`src/ledwp_cfg.svh`:
```
// constants for the led display write port: field positions, offsets, resets
// assumes inclusion by bare name from the design files
`ifndef LEDWP_CFG_SVH
`define LEDWP_CFG_SVH

// control word fields
`define LEDWP_ADDR_MSB     2
`define LEDWP_ADDR_LSB     0
`define LEDWP_BANK_BIT     3
`define LEDWP_LOWPWR_BIT   4
`define LEDWP_NODEC_BIT    5
`define LEDWP_HEX_BIT      6
`define LEDWP_PEND_BIT     7
`define LEDWP_CTRL_RST     8'h10

// display ram shape
`define LEDWP_DIGITS       8
`define LEDWP_WORDS        16
`define LEDWP_LAST_DIGIT   3'h7
`define LEDWP_FIRST_DIGIT  3'h0
`define LEDWP_BANK_A       1'b1
`define LEDWP_HEX_DATA_MSB 3

// pin synchroniser: strobe at bit 0 idles high
`define LEDWP_PIN_W        15
`define LEDWP_PIN_RST      15'h0001

// apb map
`define LEDWP_OFS_CFG      8'h00
`define LEDWP_OFS_STAT     8'h04
`define LEDWP_OFS_POINT    8'h08
`define LEDWP_RAM_BASE_HI  2'h1
`define LEDWP_CFG_RAND_BIT 0
`define LEDWP_CFG_RST      1'b0

`endif

```
`src/ledwp_pkg.sv`:
```
// types of the led display write port
// assumes nothing of its surroundings
package ledwp_pkg;
  typedef enum logic [1:0] {
    LEDWP_ST_SINGLE,
    LEDWP_ST_SEQ,
    LEDWP_ST_HOLD
  } ledwp_state_t;
endpackage

```
`src/ledwp_top.sv`:
```
// parallel write port of an 8-digit seven-segment display driver
// assumes write pins from outside the clock domain, an apb master on i_mclk
//
// What this block does
// RQ1 - In the register variant a rising write strobe captures the byte into the control word or display ram.
// RQ2 - Target select high loads the control word and low loads the display ram.
// RQ3 - Control bit four high keeps normal operation and low stops the oscillator and blanks the display.
// RQ4 - A register-variant ram write puts input lines zero to seven into data bits zero to seven in order.
// RQ5 - With the pending bit low, control lines zero to two give the digit address, line zero least significant.
// RQ6 - Control bit three picks ram bank A when high and bank B when low; undecoded-mode ram writes always go to bank A.
// RQ7 - The random-access variant takes the digit address from three address pins, pin zero least significant.
// RQ8 - The random-access variant writes the addressed digit on the rising strobe and has no control word.
// RQ9 - In the random-access variant a low point input lights that digit's decimal point.
// RQ10 - The three-level function input selects hex when high, code B when floating, shutdown when low.
// RQ11 - Bit seven requests a sequential update in a control word and carries point data in a ram word.
// RQ12 - Control bit five selects undecoded display when high and decoded when low.
// RQ13 - Control bit six selects hex decoding when high and code B when low.
// RQ14 - After a pending control word eight ram writes fill digits one to eight blanked, then writes are ignored.
// RQ15 - The control settings stay unchanged until the next write with target select high.
//
// Implementation choices: register access over APB and the address map.
`timescale 1ns/1ps
`include "ledwp_cfg.svh"
module ledwp_top (
  input  wire logic        i_mclk,
  input  wire logic        i_rst_b,
  input  wire logic        i_clk_en,
  input  wire logic        i_psel,
  input  wire logic        i_penable,
  input  wire logic        i_pwrite,
  input  wire logic [7:0]  i_paddr,
  input  wire logic [31:0] i_pwdata,
  output logic      [31:0] o_prdata,
  output logic             o_pready,
  output logic             o_pslverr,
  input  wire logic        i_write_strobe,
  input  wire logic        i_target_select,
  input  wire logic [7:0]  i_data_in_line,
  input  wire logic [2:0]  i_digit_addr,
  input  wire logic        i_func_is_high,
  input  wire logic        i_func_is_low,
  output logic             o_osc_display_off,
  output logic             o_display_blank,
  output logic             o_no_decode,
  output logic             o_hex_decode,
  output logic             o_bank_a
);
  logic                      rst_b_sync;
  logic [`LEDWP_PIN_W-1:0]   pins_s;
  logic                      wr_s;
  logic                      sel_s;
  logic [7:0]                din_s;
  logic [2:0]                da_s;
  logic                      fh_s;
  logic                      fl_s;
  logic                      wr_d_reg;
  logic                      rise;

  // reset release and pin synchronisers
  ledwp_sync #(.W(1), .RST_VAL(1'b0)) u_rst_sync (
    .i_mclk  (i_mclk),
    .i_rst_b (i_rst_b),
    .i_ce    (1'b1),
    .i_d     (1'b1),
    .o_q     (rst_b_sync)
  );

  ledwp_sync #(.W(`LEDWP_PIN_W), .RST_VAL(`LEDWP_PIN_RST)) u_pin_sync (
    .i_mclk  (i_mclk),
    .i_rst_b (rst_b_sync),
    .i_ce    (i_clk_en),
    .i_d     ({i_func_is_low, i_func_is_high, i_digit_addr, i_data_in_line, i_target_select, i_write_strobe}),
    .o_q     (pins_s)
  );

  assign {fl_s, fh_s, da_s, din_s, sel_s, wr_s} = pins_s;

  always_ff @(posedge i_mclk or negedge rst_b_sync) begin
    if (!rst_b_sync) begin
      wr_d_reg <= 1'b1;
    end else if (i_clk_en) begin
      wr_d_reg <= wr_s;
    end
  end

  assign rise = i_clk_en & wr_s & ~wr_d_reg;

  // write engine state
  logic [7:0]               ctrl_reg,  ctrl_next;
  ledwp_pkg::ledwp_state_t  st_reg,    st_next;
  logic [2:0]               cnt_reg,   cnt_next;
  logic [2:0]               addr_reg,  addr_next;
  logic                     blank_reg, blank_next;
  logic                     cfg_rand_reg, cfg_rand_next;
  logic [7:0]               ram_reg [`LEDWP_WORDS];
  logic [`LEDWP_DIGITS-1:0] dp_reg;
  logic                     ram_we;
  logic [3:0]               ram_idx;
  logic [7:0]               ram_wd;
  logic [2:0]               dig;
  logic                     dp_bit;
  logic                     bank_sel;

  always_comb begin
    ctrl_next  = ctrl_reg;
    st_next    = st_reg;
    cnt_next   = cnt_reg;
    addr_next  = addr_reg;
    blank_next = blank_reg;
    ram_we     = 1'b0;
    dig        = `LEDWP_FIRST_DIGIT;
    ram_wd     = din_s;                                     // RQ4
    dp_bit     = din_s[`LEDWP_PEND_BIT];                    // RQ11
    bank_sel   = ctrl_reg[`LEDWP_NODEC_BIT] ? `LEDWP_BANK_A : ctrl_reg[`LEDWP_BANK_BIT]; // RQ6
    if (cfg_rand_reg) begin
      bank_sel = `LEDWP_BANK_A;
      ram_wd   = {4'h0, din_s[`LEDWP_HEX_DATA_MSB:0]};
      dp_bit   = ~din_s[`LEDWP_PEND_BIT];                   // RQ9
    end
    if (rise) begin
      if (cfg_rand_reg) begin
        ram_we = 1'b1;                                      // RQ8
        dig    = da_s;                                      // RQ7
      end else if (sel_s) begin
        ctrl_next = din_s;                                  // RQ1 RQ2
        addr_next = din_s[`LEDWP_ADDR_MSB:`LEDWP_ADDR_LSB]; // RQ5
        cnt_next  = `LEDWP_FIRST_DIGIT;
        if (din_s[`LEDWP_PEND_BIT]) begin
          st_next    = ledwp_pkg::LEDWP_ST_SEQ;             // RQ11 RQ14
          blank_next = 1'b1;
        end else begin
          st_next    = ledwp_pkg::LEDWP_ST_SINGLE;
          blank_next = 1'b0;
        end
      end else begin
        case (st_reg)
          ledwp_pkg::LEDWP_ST_SEQ: begin
            ram_we   = 1'b1;                                // RQ14
            dig      = cnt_reg;
            cnt_next = cnt_reg + 3'h1;
            if (cnt_reg == `LEDWP_LAST_DIGIT) begin
              st_next    = ledwp_pkg::LEDWP_ST_HOLD;
              blank_next = 1'b0;
            end
          end
          ledwp_pkg::LEDWP_ST_SINGLE: begin
            ram_we = 1'b1;                                  // RQ2
            dig    = addr_reg;                              // RQ5
          end
          ledwp_pkg::LEDWP_ST_HOLD: begin
            ram_we = 1'b0;                                  // RQ14
          end
          default: begin
            st_next = ledwp_pkg::LEDWP_ST_SINGLE;
          end
        endcase
      end
    end
    ram_idx = {bank_sel, dig};
  end

  always_ff @(posedge i_mclk or negedge rst_b_sync) begin
    if (!rst_b_sync) begin
      ctrl_reg  <= `LEDWP_CTRL_RST;
      st_reg    <= ledwp_pkg::LEDWP_ST_SINGLE;
      cnt_reg   <= `LEDWP_FIRST_DIGIT;
      addr_reg  <= `LEDWP_FIRST_DIGIT;
      blank_reg <= 1'b0;
      dp_reg    <= '0;
      for (int i = 0; i < `LEDWP_WORDS; i++) begin
        ram_reg[i] <= 8'h00;
      end
    end else if (i_clk_en) begin
      ctrl_reg  <= ctrl_next;                               // RQ15
      st_reg    <= st_next;
      cnt_reg   <= cnt_next;
      addr_reg  <= addr_next;
      blank_reg <= blank_next;
      if (ram_we) begin
        ram_reg[ram_idx] <= ram_wd;
        dp_reg[dig]      <= dp_bit;
      end
    end
  end

  // display settings to the scan logic
  logic off_next, blank_o_next, nodec_next, hex_next, banka_next;

  always_comb begin
    if (cfg_rand_reg) begin
      off_next   = fl_s;                                    // RQ10
      hex_next   = fh_s;
      nodec_next = 1'b0;
      banka_next = `LEDWP_BANK_A;
    end else begin
      off_next   = ~ctrl_reg[`LEDWP_LOWPWR_BIT];            // RQ3
      hex_next   = ctrl_reg[`LEDWP_HEX_BIT];                // RQ13
      nodec_next = ctrl_reg[`LEDWP_NODEC_BIT];              // RQ12
      banka_next = ctrl_reg[`LEDWP_BANK_BIT];               // RQ6
    end
    blank_o_next = off_next | (blank_reg & ~cfg_rand_reg);  // RQ14
  end

  always_ff @(posedge i_mclk or negedge rst_b_sync) begin
    if (!rst_b_sync) begin
      o_osc_display_off <= 1'b0;
      o_display_blank   <= 1'b0;
      o_no_decode       <= 1'b0;
      o_hex_decode      <= 1'b0;
      o_bank_a          <= 1'b0;
    end else if (i_clk_en) begin
      o_osc_display_off <= off_next;
      o_display_blank   <= blank_o_next;
      o_no_decode       <= nodec_next;
      o_hex_decode      <= hex_next;
      o_bank_a          <= banka_next;
    end
  end

  // apb slave, zero wait states
  logic        setup;
  logic        access;
  logic        hit;
  logic [31:0] rdata_next;

  assign setup    = i_psel & ~i_penable;
  assign access   = i_psel & i_penable;
  assign o_pready = 1'b1;

  always_comb begin
    hit        = 1'b1;
    rdata_next = o_prdata;
    if (i_paddr[7:6] == `LEDWP_RAM_BASE_HI && i_paddr[1:0] == 2'h0) begin
      rdata_next = {24'h000000, ram_reg[i_paddr[5:2]]};
    end else begin
      case (i_paddr)
        `LEDWP_OFS_CFG:   rdata_next = {31'h00000000, cfg_rand_reg};
        `LEDWP_OFS_STAT:  rdata_next = {16'h0000, 1'b0, cnt_reg, 1'b0, blank_reg, st_reg, ctrl_reg};
        `LEDWP_OFS_POINT: rdata_next = {24'h000000, dp_reg};
        default:          hit = 1'b0;
      endcase
    end
    if (!setup) begin
      rdata_next = o_prdata;
    end
    cfg_rand_next = cfg_rand_reg;
    if (access && i_pwrite && i_paddr == `LEDWP_OFS_CFG) begin
      cfg_rand_next = i_pwdata[`LEDWP_CFG_RAND_BIT];
    end
  end

  assign o_pslverr = access & ~hit;

  always_ff @(posedge i_mclk or negedge rst_b_sync) begin
    if (!rst_b_sync) begin
      o_prdata     <= 32'h00000000;
      cfg_rand_reg <= `LEDWP_CFG_RST;
    end else if (i_clk_en) begin
      o_prdata     <= rdata_next;
      cfg_rand_reg <= cfg_rand_next;
    end
  end
endmodule

```
`src/ledwp_sync.sv`:
```
// two-flop synchroniser for a group of levels
// assumes levels that change slower than the clock
`timescale 1ns/1ps
module ledwp_sync #(
  parameter int              W       = 1,
  parameter logic [W-1:0]    RST_VAL = '0
) (
  input  wire logic         i_mclk,
  input  wire logic         i_rst_b,
  input  wire logic         i_ce,
  input  wire logic [W-1:0] i_d,
  output logic      [W-1:0] o_q
);
  logic [W-1:0] meta_reg;
  logic [W-1:0] meta_next;
  logic [W-1:0] q_next;

  always_comb begin
    meta_next = i_ce ? i_d : meta_reg;
    q_next    = i_ce ? meta_reg : o_q;
  end

  always_ff @(posedge i_mclk or negedge i_rst_b) begin
    if (!i_rst_b) begin
      meta_reg <= RST_VAL;
      o_q      <= RST_VAL;
    end else begin
      meta_reg <= meta_next;
      o_q      <= q_next;
    end
  end
endmodule

```
`config.mk`:
```
export PLATFORM = sky130hd
export DESIGN_NAME = ledwp_top
export DESIGN_NICKNAME = d
export VERILOG_FILES = /design/src/ledwp_pkg.sv /design/src/ledwp_top.sv /design/src/ledwp_sync.sv
export VERILOG_INCLUDE_DIRS = /design/src /design/src/src
export SDC_FILE = /design/constraint.sdc
export NUM_CORES = 1
export LEC_CHECK = 0
export BUFFER_PORTS_ARGS = -buffer_cell sky130_fd_sc_hd__buf_2
export CORE_AREA = 2 2 170 172
export DETAILED_ROUTE_END_ITERATION = 12
export DIE_AREA = 0 0 172 174
export GPL_TIMING_DRIVEN = 0
export PLACE_DENSITY = 0.5
export SLEW_MARGIN = 20
export SYNTH_ARGS = -nofsm -noshare
export SYNTH_HDL_FRONTEND = slang
export SYNTH_HIERARCHICAL = 1
export SYNTH_SLANG_ARGS = --single-unit
```
`constraint.sdc`:
```
create_clock -name i_mclk -period 19.05 [get_ports i_mclk]
set_input_delay 1.905 -clock i_mclk [delete_from_list [all_inputs] [get_ports i_mclk]]
set_output_delay 1.905 -clock i_mclk [all_outputs]
set_load 0.05 [all_outputs]
```
# Word level (Yosys, flattened, before mapping)

Index checks and enable logic that the tools add are counted.

Flip-flop bits (word level): 224
Latch bits: 0
Memory bits (writable): 0
ROM bits: 0
Input bits: 61
Output and inout port bits: 39
Logic and storage cells: 123
Memories: 0

Add/subtract/negate cells: 1
Multipliers: 0
Div/mod/pow operators: 0
$lt $le $gt $ge: 5
Eq/ne operators: 8
Shifts and indexed selects: 0
Muxes and demuxes: 39
Bitwise operators: 15
Reductions and logical operators: 21

Operators with widths:

| cell                                                | count |
|---|---|
| bitwise mux 128 bit                                 | 1 |
| case mux 32 bit (3 select lines)                    | 1 |
| binary-select mux 8 bit (select 4 bit)              | 1 |
| demux 8 bit (select 4 bit)                          | 1 |
| two-way mux 32 bit                                  | 1 |
| two-way mux 8 bit                                   | 4 |
| two-way mux 1 bit                                   | 19 |
| two-way mux 3 bit                                   | 5 |
| >= comparator 5 bit, second input constant          | 2 |
| NOT 4 -> 5 bit                                      | 2 |
| AND reduction 5 bit                                 | 2 |
| bitwise mux 8 bit                                   | 1 |
| equality test 8 x 3 -> 1 bit, second input constant | 1 |
| equality test 8 x 4 -> 1 bit, second input constant | 1 |
| zero test 8 bit                                     | 1 |
| AND reduction 4 bit                                 | 2 |
| AND 1 bit                                           | 6 |
| NOT 1 bit                                           | 6 |
| case mux 3 bit (2 select lines)                     | 1 |
| logical AND 1 bit                                   | 5 |
| < comparator 5 x 1 -> 1 bit, second input constant  | 1 |
| equality test 2 x 1 -> 1 bit, second input constant | 2 |
| zero test 2 bit                                     | 2 |
| < comparator 3 x 4 -> 1 bit, second input constant  | 1 |
| other kinds (16)                                    | 20 |

# Depth between registers and ports, before layout

Word-level depth: 11
Mapped depth: 8
Gate-level depth less buffers: 5

# Hierarchy

Netlist, hierarchy kept.

Modules (own cells, without submodules):

| module                  | instances | cells an instance | area an instance (um2) | sequential area each (um2) |
|---|---|---|---|---|
| ledwp_top               | 1         | 667               | 8,355.5                | 4,281.6 |
| ledwp_sync (u_pin_sync) | 1         | 63                | 1,237.4                | 753.2 |
| ledwp_sync (u_rst_sync) | 1         | 4                 | 72.6                   | 50.0 |

# Worst setup path before layout

No wires, ideal clock.

Kind: input port to output port
From: input i_paddr[3]
To: output o_pslverr
Arrival time: 3.314 ns
Data required time: 17.145 ns
Path slack: 13.831 ns
Stages on the path: 5
Buffers on the path: 2
Cell sequence: clkbuf_1 -> clkbuf_1 -> and2_1 -> o31ai_1 -> nor2_1

Cells in the longest elaborated chain, start to end: 6
Elaborated cells on any way between the ends: 8
Those cells by class: eq/ne (2); mux (2); bitwise (2); reduce/logical (2)

Ends and longest elaborated chain:

| element                                              | RTL line         | text |
|---|---|---|
| from (decl)                                          | ledwp_top.sv:31  | `input wire logic [7:0] i_paddr,` |
| equality test 8 x 4 -> 1 bit (tied with other cells) | ledwp_top.sv:236 | `case (i_paddr)` |
| OR reduction 3 bit (no source line) *                | -                |  |
| two-way mux 1 bit *                                  | ledwp_top.sv:236 |  |
| two-way mux 1 bit *                                  | ledwp_top.sv:233 | `` if (i_paddr[7:6] == `LEDWP_RAM_BASE_HI && i_paddr[1:0] == 2'h0) begin `` |
| NOT 1 bit *                                          | ledwp_top.sv:252 | `assign o_pslverr = access & ~hit;` |
| AND 1 bit *                                          | ledwp_top.sv:252 |  |
| to (decl)                                            | ledwp_top.sv:35  | `output logic o_pslverr,` |

Every way passes the cells marked *; elsewhere a longest branch is shown, timed or not.

# Final worst setup path

Same ends and word-level chain as after synthesis.

==> results.json <==
{
  "use_met1_pct": 26.39,
  "crit_family": "buffers and inverters",
  "via_per_inst": 5.081,
  "final_cells": 1232,
  "clock_skew_ns": 0.009811,
  "report.final.slew_viol_count": 0,
  "yosys_warnings": 6,
  "hold_violations": 0,
  "power_density_mw_per_mm2": 101.6,
  "grt_pass1_vias": 6309,
  "place_congestion": 0.8189,
  "nFillCells": 2733,
  "cts.sinks": 203,
  "die_w_um": 172,
  "cp_slowest_stage_delay_ns": 0.63,
  "dieArea_mm2": 0.02993,
  "timing.reg2reg.setup_slack_ns": 16.13,
  "slew_headroom_pct": 48.38,
  "htree_levels": 1,
  "cts_buffer_depth": 3,
  "crit_top_cell": "clkbuf_1",
  "finalCriticalPeriod_ns": 5.556,
  "drc_errors": 0,
  "grt_use_met2_pct": 27.01,
  "synth_ff_type": "dfrtp_1",
  "worstPathCellList": "clkbuf_1, clkbuf_1, and2_1, o31ai_1, nor2_1, buf_2",
  "grt_setup_unrepaired": "false",
  "cp_slowest_cell": "clkbuf_1",
  "rows": 62,
  "cts_setup_buffers": 0,
  "coreArea_mm2": 0.02824,
  "r2r_cells": 7,
  "antenna_cells": 0,
  "num_vias": 6260,
  "worst_pin_slew_ns": 0.7743,
  "ys_seq_area_share_pct": 52.61,
  "post_cts_resized": 0,
  "cts_made_buffers": 24,
  "leakagePower_nw": 5.329,
  "period_share_pct": 29.16,
  "fin_util_pct": 40.13,
  "grtUsageTotal_pct": 17.82,
  "synth_edf_count": 0,
  "place_inst": 1188,
  "setup_tns_ns": 0,
  "cp-end-kind": "output port",
  "met3_usage_pct": 2.550,
  "cp-start-kind": "primary input",
  "cp.arrival_ns": 3.65,
  "status": "complete, no violations",
  "synthDistinctLibCells": 55,
  "wl_per_cell_um": 21.24,
  "drt-initial-drc-count": 427,
  "min_path_type": "reg -> async",
  "drt-pass1-iter-count": 4,
  "ys_ff_latch": 203,
  "cts_hold_buf": 0,
  "layout_common_cells": "dfrtp_1, mux2_2, buf_2",
  "wirelength_um": 26170,
  "path_max_fanout": 10,
  "path_buf_inv": 3,
  "worst-setup-path-type": "in -> out",
  "irDropWorstVdd_mv": 0.07057,
  "ios": 100,
  "grt_antenna_before_repair": 0,
  "syn2layout_area_growth_pct": 17.23,
  "async_flop_share_pct": 100.0,
  "io_buffers": 46,
  "fmax_ghz": 0.1800,
  "finalNetCount": 894,
  "syn_area_mm2": 0.009666,
  "syn_inst": 734,
  "final_common_cell": "dfrtp_1",
  "die_h_um": 174,
  "max-cap-violations": 0,
  "ant_nets": 0,
  "r2r_end": "ram_reg[63]",
  "clk_pin_slew_ns": 0.06,
  "required_ns": 17.14,
  "grt_max_degree": 55,
  "drive_above_1_share_pct": 38.44,
  "largest_reg_flops": 128,
  "clockRootBuffer": "clkbuf_16",
  "hpwl_um": 18030,
  "initial_utilization_pct": 34.23,
  "synth_area_per_cell_um2": 13.17,
  "grt_pass1_wl_um": 39900,
  "cts_tree": "done",
  "r2r-start": "cfg_rand_reg",
  "clk_latency_ns": 0.52,
  "setup_viol": 0,
  "gr-max-usage-layer": "met2",
  "grt_overflow_total": 0
}
[area by class of cell]
type	count	area, um2	share of cell area, %
timing repair buffer	50	317.8	2.805
multi-input combinational	478	4254	37.54
clock inverter	5	30.03	0.2650
inverter	4	15.01	0.1325
tap	384	480.5	4.240
buffer	69	386.6	3.412
sequential	203	5089	44.91
clock buffer	39	758.2	6.692
[worst max path at each step]
stage / startpoint / to / slack, ns / depth (start not counted)
2_1_floorplan: u_rst_sync/o_q / blank_reg / 12.97 / 0
3_3_place_gp: u_rst_sync/o_q / ram_reg[57] / 10.13 / 0
3_5_place_dp: i_paddr[3] / o_pslverr / 13.46 / 6
4_1_cts: i_paddr[3] / o_pslverr / 13.50 / 6
5_1_grt: i_paddr[3] / o_pslverr / 13.42 / 6
6_report: i_paddr[3] / o_pslverr / 13.49 / 6
[routing by layer]
metal | vias to the layer above | wire [um]
met3 | 36 | 1198
li1 | 2844 | -
met5 | - | 0
met1 | 3209 | 12360
met4 | 0 | 679
met2 | 171 | 11930
[cell families after synthesis]
logic type                 share of synthesized area [%]
and+or+nand+nor                                    6.938
DFF                                                52.61
AOI/OAI and AO/OA                                  8.466
adders and majority gates                         0.3884
buffers and inverters                              4.155
muxes                                              27.37
other                                            0.07770
[stage by stage]
step | cell area [um2] | hold slack, ns | power (mW) | worst slack [ns]
2_1_floorplan | 9741 | 0.4448 | 0.6455 | 12.97
3_3_place_gp | 10450 | 0.4609 | 0.6966 | 10.13
3_5_place_dp | 10540 | 0.3293 | 0.7056 | 13.46
4_1_cts | 11330 | 0.3316 | 1.164 | 13.50
5_1_grt | 11330 | 0.3658 | 1.200 | 13.42
6_report | 11330 | 0.3098 | 1.151 | 13.49
[worst reg2reg max path, cell delays in order (launching register included)]
cell and delay [ns]:
dfrtp_1 0.36, buf_2 0.20, inv_1 0.13, clkbuf_1 0.55, a31oi_1 0.16, nor2_1 0.48, nand3_2 0.50, mux2_2 0.43
[power breakdown]
part,internal [mW],switching [mW]
Combinational,0.0773,0.104
Sequential,0.477,0.0376
Clock,0.271,0.184
Total,0.825,0.325
[synthesized netlist by cell type (3+ instances only)]
| cell type | n | area (um2) |
|---|---|---|
| a221oi_1 | 7 | 61.31 |
| buf_6 | 4 | 45.04 |
| o21ai_0 | 43 | 215.2 |
| mux2_2 | 128 | 1441 |
| nand3b_1 | 3 | 22.52 |
| nand2_1 | 54 | 202.7 |
| dfrtp_1 | 199 | 4980 |
| a2bb2oi_1 | 3 | 26.28 |
| buf_4 | 21 | 157.7 |
| a22oi_1 | 10 | 75.07 |
| ha_1 | 3 | 37.54 |
| and2_1 | 5 | 31.28 |
| nor2b_1 | 18 | 112.6 |
| a22o_1 | 3 | 26.28 |
| a2111oi_0 | 3 | 26.28 |
| a31oi_1 | 10 | 62.56 |
| nor2_1 | 18 | 67.56 |
| nand3_1 | 8 | 40.04 |
| mux4_2 | 21 | 473.0 |
| mux2i_1 | 28 | 280.3 |
| o31ai_1 | 4 | 30.03 |
| a211oi_1 | 3 | 22.52 |
| and3_1 | 4 | 25.02 |
| clkbuf_1 | 28 | 105.1 |
| nand2b_1 | 3 | 18.77 |
| a32o_1 | 4 | 40.04 |
| inv_1 | 4 | 15.01 |
| buf_2 | 15 | 75.07 |
| dfstp_2 | 4 | 105.1 |
| a21oi_1 | 14 | 70.07 |
| mux2_4 | 30 | 450.4 |
Note: power is estimated with default switching activity, not from simulation.
